**src/hdl/tdm_dma_consts.vh**
```
// Purpose: Constants for the TDM serial DMA block
// Assumes: Word-indexed register port, 16-bit data
// Notes: Included by tdm_serial_dma_timing.v
`ifndef TDM_DMA_CONSTS_VH
`define TDM_DMA_CONSTS_VH

// Register word addresses
`define REG_CTRL 8'h00
`define REG_STATUS 8'h01
`define REG_MASK 8'h02
`define REG_COUNTS 8'h03
`define REG_POSITION 8'h04
`define TX_BUF_BASE 4'h1
`define RX_BUF_BASE 4'h2

// Control fields
`define CTRL_ENABLE_BIT 0
`define CTRL_CODECS_LSB 1
`define CTRL_CODECS_MSB 2
`define CTRL_RESET 3'h0

// Status and mask fields
`define STAT_TX_BIT 0
`define STAT_RX_BIT 1
`define STAT_RESET 2'h0
`define MASK_RESET 2'h0

// Frame geometry
`define SLOT_BITS 4'hf
`define LAST_SLOT 4'hf
`define FRAME_LAST_BIT 8'hff
`define BASE_ACTIVE_SLOTS 4'h5
`define SLOTS_PER_CODEC 4'h2
`define PRELOAD_WORDS 4'h2

// Irq delay after slot LSB is received, in core clocks
`define TX_IRQ_DELAY 2

// Initial transmit buffer content
`define TX_TAG_INIT 16'he000
`define TX_ADDR_INIT 16'h7400
`define TX_DATA_INIT 16'hff80
`define TX_FILL_INIT 16'h0000

`endif

```
**src/hdl/tdm_serial_dma_timing.v**
```verilog
// Purpose: Chained TX/RX DMA behind a 16-slot TDM serial port
// Assumes: Bit clock input far slower than i_clk_sys, sampled here
// Notes: Frame sync generated every 256 bit clocks (48 kHz at 12.288 MHz)
`timescale 1ns/100ps
`include "tdm_dma_consts.vh"

module tdm_serial_dma_timing (
  input wire i_clk_sys,
  input wire i_resetn,
  input wire [7:0] i_addr,
  input wire [15:0] i_wdata,
  input wire i_wr,
  input wire i_rd,
  output reg [15:0] o_rdata,
  input wire i_bit_clk,
  input wire i_rx_data_line,
  output reg o_tx_data_line,
  output reg o_rx_frame_sync,
  output reg o_irq
);

  integer i;
  integer j;

  reg [15:0] tx_buf_q [0:15];
  reg [15:0] rx_buf_q [0:15];

  reg [2:0] ctrl_q;
  reg [1:0] status_q;
  reg [1:0] status_d;
  reg [1:0] mask_q;

  reg bclk_s1_q;
  reg bclk_s2_q;
  reg bclk_s3_q;
  reg rxd_s1_q;
  reg rxd_s2_q;

  reg [7:0] pos_q;
  reg [15:0] tx_shift_q;
  reg [15:0] tx_hold_register_q;
  reg [15:0] rx_shift_q;
  reg [3:0] tx_dma_count_q;
  reg [3:0] rx_dma_count_q;
  reg [`TX_IRQ_DELAY-1:0] tx_irq_pipe_q;
  reg rx_irq_ev_q;

  wire enable = ctrl_q[`CTRL_ENABLE_BIT];
  wire [1:0] extra_codecs = ctrl_q[`CTRL_CODECS_MSB:`CTRL_CODECS_LSB];
  wire bclk_rise = bclk_s2_q & ~bclk_s3_q;
  wire bclk_fall = ~bclk_s2_q & bclk_s3_q;
  wire [3:0] slot = pos_q[7:4];
  wire [3:0] bit_idx = pos_q[3:0];
  wire [7:0] pos_next = pos_q + 8'h01;
  wire [3:0] slot_next = pos_next[7:4];
  wire [3:0] bit_next = pos_next[3:0];

  // Active slots: five for one codec, two more per chained codec up to two chained codecs (codec field 3 counts as two)
  reg [3:0] active_slots;
  always @*
  begin
    active_slots = `BASE_ACTIVE_SLOTS;
    case (extra_codecs)
      2'h1:
      begin
        active_slots = `BASE_ACTIVE_SLOTS + `SLOTS_PER_CODEC;
      end
      2'h2, 2'h3:
      begin
        active_slots = `BASE_ACTIVE_SLOTS + `SLOTS_PER_CODEC + `SLOTS_PER_CODEC;
      end
      default:
      begin
        active_slots = `BASE_ACTIVE_SLOTS;
      end
    endcase
  end

  wire [3:0] last_active = active_slots - 4'h1;
  wire [3:0] tx_preload_count = active_slots - `PRELOAD_WORDS;
  wire slot_end = bclk_fall & (bit_idx == `SLOT_BITS);
  wire slot_active = slot < active_slots;
  wire next_active = slot_next < active_slots;
  wire [3:0] fetch_idx = slot + 4'h2;

  // Link synchronisers
  always @(posedge i_clk_sys)
  begin
    if (!i_resetn)
    begin
      bclk_s1_q <= 1'b0;
      bclk_s2_q <= 1'b0;
      bclk_s3_q <= 1'b0;
      rxd_s1_q <= 1'b0;
      rxd_s2_q <= 1'b0;
    end
    else
    begin
      bclk_s1_q <= i_bit_clk;
      bclk_s2_q <= bclk_s1_q;
      bclk_s3_q <= bclk_s2_q;
      rxd_s1_q <= i_rx_data_line;
      rxd_s2_q <= rxd_s1_q;
    end
  end

  // Frame position, frame sync and transmit line
  always @(posedge i_clk_sys)
  begin
    if (!i_resetn)
    begin
      pos_q <= `FRAME_LAST_BIT;
      o_rx_frame_sync <= 1'b0;
      o_tx_data_line <= 1'b0;
    end
    else if (!enable)
    begin
      pos_q <= `FRAME_LAST_BIT;
      o_rx_frame_sync <= 1'b0;
      o_tx_data_line <= 1'b0;
    end
    else if (bclk_rise)
    begin
      pos_q <= pos_next;
      o_rx_frame_sync <= (slot_next == 4'h0);
      if (next_active)
      begin
        o_tx_data_line <= tx_shift_q[`SLOT_BITS - bit_next];
      end
      else
      begin
        o_tx_data_line <= 1'b0;
      end
    end
  end

  // Transmit DMA: preload, per-slot advance and reload
  always @(posedge i_clk_sys)
  begin
    if (!i_resetn)
    begin
      tx_shift_q <= `TX_TAG_INIT;
      tx_hold_register_q <= `TX_ADDR_INIT;
      tx_dma_count_q <= `BASE_ACTIVE_SLOTS - `PRELOAD_WORDS;
    end
    else if (!enable)
    begin
      tx_shift_q <= tx_buf_q[0];
      tx_hold_register_q <= tx_buf_q[1];
      tx_dma_count_q <= tx_preload_count;
    end
    else if (slot_end && slot_active)
    begin
      if (slot == last_active)
      begin
        tx_shift_q <= tx_buf_q[0];
        tx_hold_register_q <= tx_buf_q[1];
        tx_dma_count_q <= tx_preload_count;
      end
      else
      begin
        tx_shift_q <= tx_hold_register_q;
        if (fetch_idx < active_slots)
        begin
          tx_hold_register_q <= tx_buf_q[fetch_idx];
          tx_dma_count_q <= tx_dma_count_q - 4'h1;
        end
      end
    end
  end

  // Receive DMA: shift in, store per active slot, reload at last active slot
  always @(posedge i_clk_sys)
  begin
    if (!i_resetn)
    begin
      rx_shift_q <= 16'h0000;
      rx_dma_count_q <= `BASE_ACTIVE_SLOTS;
      for (i = 0; i < 16; i = i + 1)
      begin
        rx_buf_q[i] <= 16'h0000;
      end
    end
    else if (!enable)
    begin
      rx_shift_q <= 16'h0000;
      rx_dma_count_q <= active_slots;
    end
    else if (bclk_fall)
    begin
      rx_shift_q <= {rx_shift_q[14:0], rxd_s2_q};
      if (slot_end && slot_active)
      begin
        rx_buf_q[slot] <= {rx_shift_q[14:0], rxd_s2_q};
        if (slot == last_active)
        begin
          rx_dma_count_q <= active_slots;
        end
        else
        begin
          rx_dma_count_q <= rx_dma_count_q - 4'h1;
        end
      end
    end
  end

  // Interrupt events: tx at count zero after delay, rx at last active slot
  wire tx_zero_ev = slot_end && slot_active && (fetch_idx == last_active);
  wire rx_done_ev = slot_end && slot_active && (slot == last_active);

  always @(posedge i_clk_sys)
  begin
    if (!i_resetn)
    begin
      tx_irq_pipe_q <= {`TX_IRQ_DELAY{1'b0}};
      rx_irq_ev_q <= 1'b0;
    end
    else
    begin
      tx_irq_pipe_q <= {tx_irq_pipe_q[`TX_IRQ_DELAY-2:0], tx_zero_ev & enable};
      rx_irq_ev_q <= rx_done_ev & enable;
    end
  end

  wire tx_irq_ev = tx_irq_pipe_q[`TX_IRQ_DELAY-1];

  // Status: set wins over write-one-to-clear
  always @*
  begin
    status_d = status_q;
    if (i_wr && (i_addr == `REG_STATUS))
    begin
      status_d = status_q & ~i_wdata[1:0];
    end
    if (tx_irq_ev)
    begin
      status_d[`STAT_TX_BIT] = 1'b1;
    end
    if (rx_irq_ev_q)
    begin
      status_d[`STAT_RX_BIT] = 1'b1;
    end
  end

  // Register writes
  always @(posedge i_clk_sys)
  begin
    if (!i_resetn)
    begin
      ctrl_q <= `CTRL_RESET;
      status_q <= `STAT_RESET;
      mask_q <= `MASK_RESET;
      o_irq <= 1'b0;
      tx_buf_q[0] <= `TX_TAG_INIT;
      tx_buf_q[1] <= `TX_ADDR_INIT;
      tx_buf_q[2] <= `TX_DATA_INIT;
      for (j = 3; j < 16; j = j + 1)
      begin
        tx_buf_q[j] <= `TX_FILL_INIT;
      end
    end
    else
    begin
      status_q <= status_d;
      o_irq <= |(status_d & mask_q);
      if (i_wr)
      begin
        if (i_addr == `REG_CTRL)
        begin
          ctrl_q <= i_wdata[2:0];
        end
        if (i_addr == `REG_MASK)
        begin
          mask_q <= i_wdata[1:0];
        end
        if (i_addr[7:4] == `TX_BUF_BASE)
        begin
          tx_buf_q[i_addr[3:0]] <= i_wdata;
        end
      end
    end
  end

  // Register reads, data in the following cycle
  always @(posedge i_clk_sys)
  begin
    if (!i_resetn)
    begin
      o_rdata <= 16'h0000;
    end
    else if (i_rd)
    begin
      case (i_addr[7:4])
        4'h0:
        begin
          case (i_addr)
            `REG_CTRL:
            begin
              o_rdata <= {13'h0000, ctrl_q};
            end
            `REG_STATUS:
            begin
              o_rdata <= {14'h0000, status_q};
            end
            `REG_MASK:
            begin
              o_rdata <= {14'h0000, mask_q};
            end
            `REG_COUNTS:
            begin
              o_rdata <= {4'h0, rx_dma_count_q, 4'h0, tx_dma_count_q};
            end
            `REG_POSITION:
            begin
              o_rdata <= {8'h00, pos_q};
            end
            default:
            begin
              o_rdata <= 16'h0000;
            end
          endcase
        end
        `TX_BUF_BASE:
        begin
          o_rdata <= tx_buf_q[i_addr[3:0]];
        end
        `RX_BUF_BASE:
        begin
          o_rdata <= rx_buf_q[i_addr[3:0]];
        end
        default:
        begin
          o_rdata <= 16'h0000;
        end
      endcase
    end
    else
    begin
      o_rdata <= 16'h0000;
    end
  end

endmodule

```
**config.mk**
```make
export PLATFORM = sky130hd
export DESIGN_NAME = tdm_serial_dma_timing
export DESIGN_NICKNAME = d
export VERILOG_FILES = /design/src/hdl/tdm_serial_dma_timing.v
export VERILOG_INCLUDE_DIRS = /design/src /design/src/hdl
export SDC_FILE = /design/constraint.sdc
export NUM_CORES = 1
export LEC_CHECK = 0
export BUFFER_PORTS_ARGS = -buffer_cell sky130_fd_sc_hd__buf_4
export CAP_MARGIN = 20
export CORE_UTILIZATION = 31
export CTS_CLUSTER_SIZE = 40
export DETAILED_ROUTE_END_ITERATION = 16
export SETUP_SLACK_MARGIN = 0.02
export SYNTH_ARGS = -nofsm -noshare
export SYNTH_HDL_FRONTEND = slang
export SYNTH_SLANG_ARGS = --single-unit
```
**constraint.sdc**
```tcl
create_clock -name i_clk_sys -period 8.6 [get_ports i_clk_sys]
set_input_delay 0.43 -clock i_clk_sys [delete_from_list [all_inputs] [get_ports i_clk_sys]]
set_output_delay 0.43 -clock i_clk_sys [all_outputs]
set_load 0.01 [all_outputs]
```
==> qor.txt, run 1 <==
status = finished, final reports clean
clock latency on the worst-skew pair = 0.63 ns
first-pass GRT wire length = 133000 um
Internal = 0.00511 W
initial antenna violation count = 7
FF/Latch Area = 17300 um^2
H-tree depth = 3
CP Class = reg2reg
Worst Clk Skew = 0.0279 ns
register area share after synthesis = 57.5%
Clk pwr share = 42.3%
area delta synth->final = 12.0%
row count = 113
share of the synthesized area in the top cell type = 51.1%
post-cts resize count = 0
pre-CTS WS = 4.58 ns
Max Freq = 242 MHz
Critical Path Start Type = flop
filler instances = 9178
leak pwr = 11.8 nW
CTS Hold Bufs = 0
core area = 95600 um^2
Sw Ratio = 23.0%
largest fanout on the critical path = 44
FF+latch count, synth = 609
Worst-Margin Slew = 1.10 ns
drt pass-1 iters = 6
antenna-violating nets left = 0
total CTS buffers = 66
clk sink count = 609
ratio of cells with drive above 1 in the final layout = 19.6%
Netlist Area Pre-Place = 30100 um^2
sequential share of power = 51.1%
DRC viols = 0
setup ws final = 4.46 ns
total track usage = 18.6%
CTS clk-pin slew, worst paths = 0.06 ns
unrepaired setup endpoints after global routing = no
Initial Utilization = 31.5%
maximum number of pins on one net before global-route repair = 59
Clock Root Buffer = clkbuf_16
vias in the first global route = 19000
Slew headroom = 26.5%
Arrival @ worst endpoint = 4.65 ns
I/O pin total = 49
maximum vdd drop = 0.141 mV
die height = 314 um
GP Congestion = 0.963
Remaining Overflow, GRT = 0
top cells by area, synth = edfxtp_1, mux4_2, and2_1
DIE AREA = 98400 um^2
final WL = 91800 um
multi-input logic area = 11800 um^2
Slew Limit Fails = 0
Final #Nets = 2226
Period minus WS final = 4.14 ns
post-synth cell types = 72
Synth top cells by count = edfxtp_1, and2_1, mux4_2
most common cell in the synthesized netlist = edfxtp_1
worst endpoint required time = 9.11 ns
DR vias/cell = 5.46
via count = 19100
Async SR Flop Fraction = 0%
Hold Path Class = in2reg
combinational share of power = 6.5%
final setup vio count = 0
Max Root-Sink Buffers = 3
Final period util = 48.1%
post-CTS setup buffer count = 0
power density over the cells = 197 nW/um^2
Syn Nets = 2233
CTS tree = done
Synth area leader = edfxtp_1
crit end category = flop
Post-Syn Instances = 2190
final hold vios = 0
routed length per instance = 26.2 um
Avg Inst Size Synth = 13.7 um^2
DPL Wire Length = 61000 um
EDFF count, synth = 512
top_reg_cell synth = edfxtp_1
setup_tns = 0 ns
Synth warnings = 0
DRT iter0 DRCs = 2117
maxcap violations = 0
NetSw = 0.00152 W
die width = 314 um
port bufs = 48
[kinds of logic after synthesis]
kind of cell / Yosys count / synth area share, %
mux: 247 / 15.4
flops: 609 / 57.5
compound gates: 286 / 6.42
buf+inv: 198 / 3.43
fa+ha+maj: 13 / 0.540
xor+xnor: 13 / 0.378
simple gates: 824 / 16.3
[power by group through the flow]
stage / Clock, W / Combinational (W) / Sequential, W
global route: 0.00294 / 0.000451 / 0.00340
finish: 0.00281 / 0.000432 / 0.00339
detailed placement: 0 / 0.000425 / 0.00345
global placement: 0 / 0.000421 / 0.00344
CTS: 0.00284 / 0.000427 / 0.00339
floorplan: 0 / 0.000271 / 0.00342
[layout by cell type (no fill, tap or decap), types with 5 or more instances in the layout]
master / count
o21ai_0: 43
clkbuf_1: 22
xnor2_1: 10
buf_4: 106
a311oi_1: 16
or3_1: 24
nand2b_1: 13
nor2b_1: 11
a32o_1: 11
clkbuf_16: 68
nor2_1: 68
o22ai_1: 15
o221ai_1: 9
mux4_2: 172
dfxtp_1: 95
a22o_1: 25
mux2i_1: 61
o21ai_1: 19
o211ai_1: 14
clkinv_1: 9
and2_1: 509
a22oi_1: 20
ha_1: 12
a21oi_1: 59
a2bb2oi_1: 5
mux2_2: 14
clkinv_2: 7
nor3_1: 16
inv_1: 11
a211oi_1: 9
edfxtp_1: 512
nor2_8: 13
nand2_1: 112
o21ai_2: 10
a221oi_1: 10
nand3_1: 22
[metal layers]
metal  GRT usage [%]  share of wire (%)  up-vias  wire (um)
li1                -                  -     8197          -
met5               0              0.038        -         35
met2            28.3                 45      959      41300
met1            24.9                 41     9846      38100
met3            5.79                 11      125       9820
met4            6.61                2.8        6       2570
[metrics by stage]
step | std cells | area, um^2 | utilization (%) | hold WS [ns] | power (W)
3_5_place_dp | 3379 | 31600 | 33.1 | 0.429 | 0.00388
4_1_cts | 3499 | 33700 | 35.3 | 0.0367 | 0.00666
2_1_floorplan | 2190 | 30100 | - | 0.412 | 0.00369
5_1_grt | 3502 | 33700 | 35.3 | 0.0581 | 0.00680
3_3_place_gp | 3378 | 31600 | 33.1 | 0.425 | 0.00386
6_report | 3503 | 33700 | 35.3 | 0.0490 | 0.00663
[critical path: stages (launching register included)]
cell and delay, ns:
dfxtp_4 0.81, ha_2 0.37, xnor2_2 0.12, buf_4 0.28, inv_1 0.38, ha_1 0.45, a21oi_1 0.23, nand2_1 0.13
a21oi_1 0.79, nand4_1 0.23, o2111a_1 0.22
[cell type report]
| cell class | instances | area share [%] |
|---|---|---|
| clock inverters | 28 | 0.835 |
| flip-flops and latches | 609 | 51.4 |
| repair buffers | 110 | 2.53 |
| multi-input cells | 1383 | 35.0 |
| diodes | 3 | 0.0223 |
| well taps | 1265 | 4.69 |
| clock buffers | 92 | 5.37 |
| inverters | 13 | 0.145 |
[final timing paths]
path | startpoint | endpoint | slack, ns | depth (start not counted)
worst max-delay path | pos_q[5] | tx_hold_register_q[0] | 4.46 | 10
worst max register to register | pos_q[5] | tx_hold_register_q[0] | 4.46 | 10
worst min-delay path | i_rx_data_line | rxd_s1_q | 0.05 | 2
worst min register to register | rxd_s1_q | rxd_s2_q | 0.43 | 1
[state kept, by name, indices dropped and copies added (netlist names)]
| name | cells |
|---|---|
| ctrl_q | 3 |
| rxd_s1_q | 1 |
| o_rx_frame_sync | 1 |
| status_q | 2 |
| tx_dma_count_q | 4 |
| mask_q | 2 |
| pos_q | 8 |
| rx_dma_count_q | 4 |
| o_irq | 1 |
| tx_shift_q | 16 |
| bclk_s2_q | 1 |
| tx_hold_register_q | 16 |
| rx_buf_q | 256 |
| bclk_s3_q | 1 |
| rx_irq_ev_q | 1 |
| rxd_s2_q | 1 |
| tx_buf_q | 256 |
| rx_shift_q | 15 |
| o_rdata | 16 |
| bclk_s1_q | 1 |
| o_tx_data_line | 1 |
| tx_irq_pipe_q | 2 |
No activity file was read; power rests on OpenSTA's default activity.
==> run 2, diff against run 1 <==
==> constraint.sdc (replaced) <==
create_clock -name i_clk_sys -period 3.8 [get_ports i_clk_sys]
set_input_delay 0.19 -clock i_clk_sys [delete_from_list [all_inputs] [get_ports i_clk_sys]]
set_output_delay 0.19 -clock i_clk_sys [all_outputs]
set_load 0.01 [all_outputs]
==> qor.txt, run 2 (synthesized netlist as in run 1, its figures left out) <==
status = finished, final reports clean
die height = 314 um
die width = 314 um
post-CTS setup buffer count = 0
Clk pwr share = 42.5%
largest fanout on the critical path = 16
final setup vio count = 0
routed length per instance = 25.9 um
unrepaired setup endpoints after global routing = no
Worst Hold Margin = 0.0402 ns
initial antenna violation count = 4
clock latency on the worst-skew pair = 0.64 ns
Slew Limit Fails = 0
maximum number of pins on one net before global-route repair = 94
CTS tree = done
final hold vios = 0
leak pwr = 12.1 nW
post-cts resize count = 0
Worst Clk Skew = 0.0186 ns
drt pass-1 iters = 5
Final #Nets = 2275
Cell Chain, Critical Path = inv_1, nand2_1, ha_1, nor2b_1, o211ai_1, nand3_2, or3_1, o21ai_1, buf_4
Sw Ratio = 22.4%
Slew headroom = 32.3%
DR vias/cell = 5.44
GP Congestion = 0.899
H-tree depth = 2
row count = 113
DPL Wire Length = 62200 um
DIE AREA = 98400 um^2
CTS clk-pin slew, worst paths = 0.07 ns
Worst-Margin Slew = 1.01 ns
power density over the cells = 441 nW/um^2
Period minus WS final = 3.21 ns
Final period util = 84.6%
total CTS buffers = 59
vias in the first global route = 18900
via count = 19300
Internal = 0.0117 W
Hold Path Class = in2reg
Max Freq = 311 MHz
maxcap violations = 0
DRC viols = 0
clk sink count = 609
combinational share of power = 6.7%
biggest regs = rx_buf_q: 256 flops, tx_buf_q: 256 flops
Arrival @ worst endpoint = 3.53 ns
most frequent cells in the layout = edfxtp_1, and2_1, mux4_2, buf_4, nand2_1
port bufs = 48
worst endpoint required time = 4.11 ns
Critical Path Start Type = flop
area delta synth->final = 13.8%
NetSw = 0.00339 W
Slowest-stage cell, CP = or3_1
CP Class = reg2reg
total track usage = 18.5%
ratio of cells with drive above 1 in the final layout = 21.2%
crit end category = flop
Max Root-Sink Buffers = 3
core area = 95600 um^2
antenna-violating nets left = 0
worst path buffer plus inverter count = 2
Clock Root Buffer = clkbuf_16
first-pass GRT wire length = 133000 um
Remaining Overflow, GRT = 0
Critical Path Max Stage Delay = 0.69 ns
commonest non-fill, non-tap cell in the layout = edfxtp_1
I/O pin total = 49
Initial Utilization = 31.5%
maximum vdd drop = 0.360 mV
sequential share of power = 50.7%
final WL = 92000 um
setup_tns = 0 ns
CP top delay family = simple AND/OR/NAND/NOR gates
DRT iter0 DRCs = 2109
-- run 2: cell count changes in the layout (fill, tap and decap cells not counted), moves of 2 or more --
cell / change
clkbuf_16: -7
clkinvlp_4: +3
clkinv_2: +3
buf_8: -2
diode_2: -2
buf_12: +5
clkinv_8: -3
dlygate4sd3_1: +19
buf_4: +33
bufinv_16: +8
clkinv_4: +4
clkbuf_1: -16
-- run 2: metrics by stage --
step / cell area, um^2 / setup WS [ns] / power, W / util (%) / cells
after global placement: 31900 / 0.729 / 0.00877 / 33.4 / 3416
after floorplan: 30100 / 0.143 / 0.00835 / - / 2190
after global routing: 34300 / 0.412 / 0.0154 / 35.8 / 3547
final: 34300 / 0.585 / 0.0151 / 35.8 / 3547
after detailed placement: 31900 / 0.634 / 0.00879 / 33.4 / 3416
after CTS: 34200 / 0.605 / 0.0152 / 35.8 / 3545
-- run 2: worst paths after layout --
kind               from              end  slack, ns  cells after the start
max           ctrl_q[2]   rx_buf_q[5][7]       0.59                      9
min          i_wdata[3]  tx_buf_q[15][3]       0.04                      2
min reg2reg    rxd_s1_q         rxd_s2_q       0.44                      1
max reg2reg   ctrl_q[2]   rx_buf_q[5][7]       0.59                      9
-- run 2: cell type report --
type | count | area (um^2)
antenna | 1 | 2.50
clock inverter | 42 | 539
timing repair buffer | 166 | 1370
clock buffer | 68 | 1560
sequential | 609 | 17300
fill | 9121 | 61300
multi-input combinational | 1383 | 11800
tap | 1265 | 1580
inverter | 13 | 48.8
-- run 2: power groups by stage --
stage               Sequential [W]  Clock (W)  Combinational [W]
CTS                        0.00766    0.00650            0.00101
detailed placement         0.00780          0           0.000992
floorplan                  0.00774          0           0.000613
global route               0.00769    0.00670            0.00106
finish                     0.00767    0.00642            0.00102
global placement           0.00778          0           0.000983
-- run 2: repair_timing --
item                                   CTS  global route
endpoints found under the hold margin  201             0
setup endpoints to repair                0             0
hold buffers                            19             0
-- run 2: metal layers --
layer	GRT usage [%]	share of wire, %	vias to the layer above
met5	0	0.016	-
met2	29.0	46	992
met1	25.8	42	9867
met3	3.34	9.0	144
met4	6.43	3.5	2
li1	-	-	8286
==> run 3, diff against run 2 <==
==> constraint.sdc (replaced) <==
create_clock -name i_clk_sys -period 2.89 [get_ports i_clk_sys]
set_input_delay 0.1445 -clock i_clk_sys [delete_from_list [all_inputs] [get_ports i_clk_sys]]
set_output_delay 0.1445 -clock i_clk_sys [all_outputs]
set_load 0.01 [all_outputs]
==> qor.txt, run 3 (synthesized netlist as in run 1, its figures left out) <==
status = finished, final reports clean
Max Freq = 359 MHz
commonest non-fill, non-tap cell in the layout = edfxtp_1
CP Class = reg2reg
post-route cell area = 35200 um^2
filler instances = 9078
routed length per instance = 25.8 um
met3 wire len = 9330 um
row count = 113
Arrival @ worst endpoint = 3.10 ns
area delta synth->final = 16.8%
final setup vio count = 0
unrepaired setup endpoints after global routing = no
final hold vios = 0
total track usage = 18.8%
Remaining Overflow, GRT = 0
H-tree depth = 3
die height = 314 um
setup ws final = 0.102 ns
Final #Nets = 2324
post-cts resize count = 0
Worst-Margin Slew = 1.01 ns
DIE AREA = 98400 um^2
initial antenna violation count = 4
CTS clk-pin slew, worst paths = 0.06 ns
port bufs = 48
antenna-violating nets left = 0
total CTS buffers = 67
Initial Utilization = 31.5%
largest fanout on the critical path = 16
Final period util = 96.5%
maximum number of pins on one net before global-route repair = 94
biggest regs = rx_buf_q: 256 flops, tx_buf_q: 256 flops
vias in the first global route = 19200
Slew headroom = 32.7%
maximum vdd drop = 0.361 mV
ratio of cells with drive above 1 in the final layout = 23.2%
setup_tns = 0 ns
power density over the cells = 578 nW/um^2
placed standard-cell area = 32700 um^2
worst endpoint required time = 3.20 ns
core area = 95600 um^2
DRT iter0 DRCs = 2325
detailed-routing wirelength on met1 = 39100 um
Max Root-Sink Buffers = 3
DR vias/cell = 5.44
most frequent cells in the layout = edfxtp_1, and2_1, mux4_2, buf_4, nand2_1
top layer in use = met5
Period minus WS final = 2.79 ns
Worst Clk Skew = 0.0202 ns
first-pass GRT wire length = 135000 um
GP Congestion = 0.896
clock latency on the worst-skew pair = 0.62 ns
DR WL met2 = 41600 um
CTS tree = done
fin util = 36.8%
multi-input logic area = 12000 um^2
via count = 19600
I/O pin total = 49
DPL Wire Length = 63500 um
Critical Path Start Type = flop
die width = 314 um
clk sink count = 609
pre-CTS WS = 0.155 ns
drt pass-1 iters = 5
crit end category = flop
maxcap violations = 0
leak pwr = 12.5 nW
DRC viols = 0
Clock Root Buffer = clkbuf_16
FF/Latch Area = 17300 um^2
Slew Limit Fails = 0
final WL = 92900 um
Hold Path Class = in2reg
-- run 3: through the flow --
stage | instances | hold WS, ns | power, W
5_1_grt | 3602 | 0.101 | 0.0208
4_1_cts | 3598 | 0.0387 | 0.0204
3_3_place_gp | 3454 | 0.355 | 0.0116
2_1_floorplan | 2190 | 0.272 | 0.0110
3_5_place_dp | 3454 | 0.363 | 0.0116
6_report | 3606 | 0.0847 | 0.0203
-- run 3: report_power, final --
part           switching, W  total [W]  internal, W  leakage, nW
registers          0.000194     0.0101      0.00989         5.67
logic              0.000764    0.00140     0.000634         5.71
clock network       0.00360    0.00884      0.00524         1.10
total               0.00456     0.0203       0.0158         12.5
-- run 3: final timing paths --
| path | from | endpoint | slack [ns] | cells after the start |
|---|---|---|---|---|
| max reg2reg | ctrl_q[2] | rx_buf_q[13][14] | 0.10 | 9 |
| max | ctrl_q[2] | rx_buf_q[13][14] | 0.10 | 9 |
| min reg2reg | tx_irq_pipe_q[0] | tx_irq_pipe_q[1] | 0.44 | 1 |
| min | i_rd | o_rdata[9] | 0.08 | 4 |
-- run 3: timing repair --
item,4_1_cts,5_1_grt
hold buffers,21,0
setup buffers,0,2
hold endpoints to repair,262,0
setup endpoints to repair,0,298
-- run 3: metal layers --
metal	GRT usage, %	vias to the layer above
met4	6.78	2
met2	28.3	1093
met3	4.10	140
li1	-	8400
met1	26.4	9992
met5	0	-
-- run 3: final cells by class --
| class | instances | share of cell area, % |
|---|---|---|
| flip-flops and latches | 609 | 49.3 |
| multi-input cells | 1383 | 34.0 |
| diodes | 6 | 0.0427 |
| inverters | 13 | 0.139 |
| repair buffers | 207 | 5.63 |
| well taps | 1265 | 4.50 |
| clock buffers | 88 | 5.47 |
| clock inverters | 35 | 0.954 |
-- run 3: critical path: stages (launching register included) --
cell	delay, ns
dfxtp_1	0.33
inv_1	0.06
buf_4	0.15
ha_1	0.34
a211oi_4	0.32
nand3_2	0.23
or3_1	0.42
buf_4	0.25
o21ai_2	0.20
buf_12	0.18
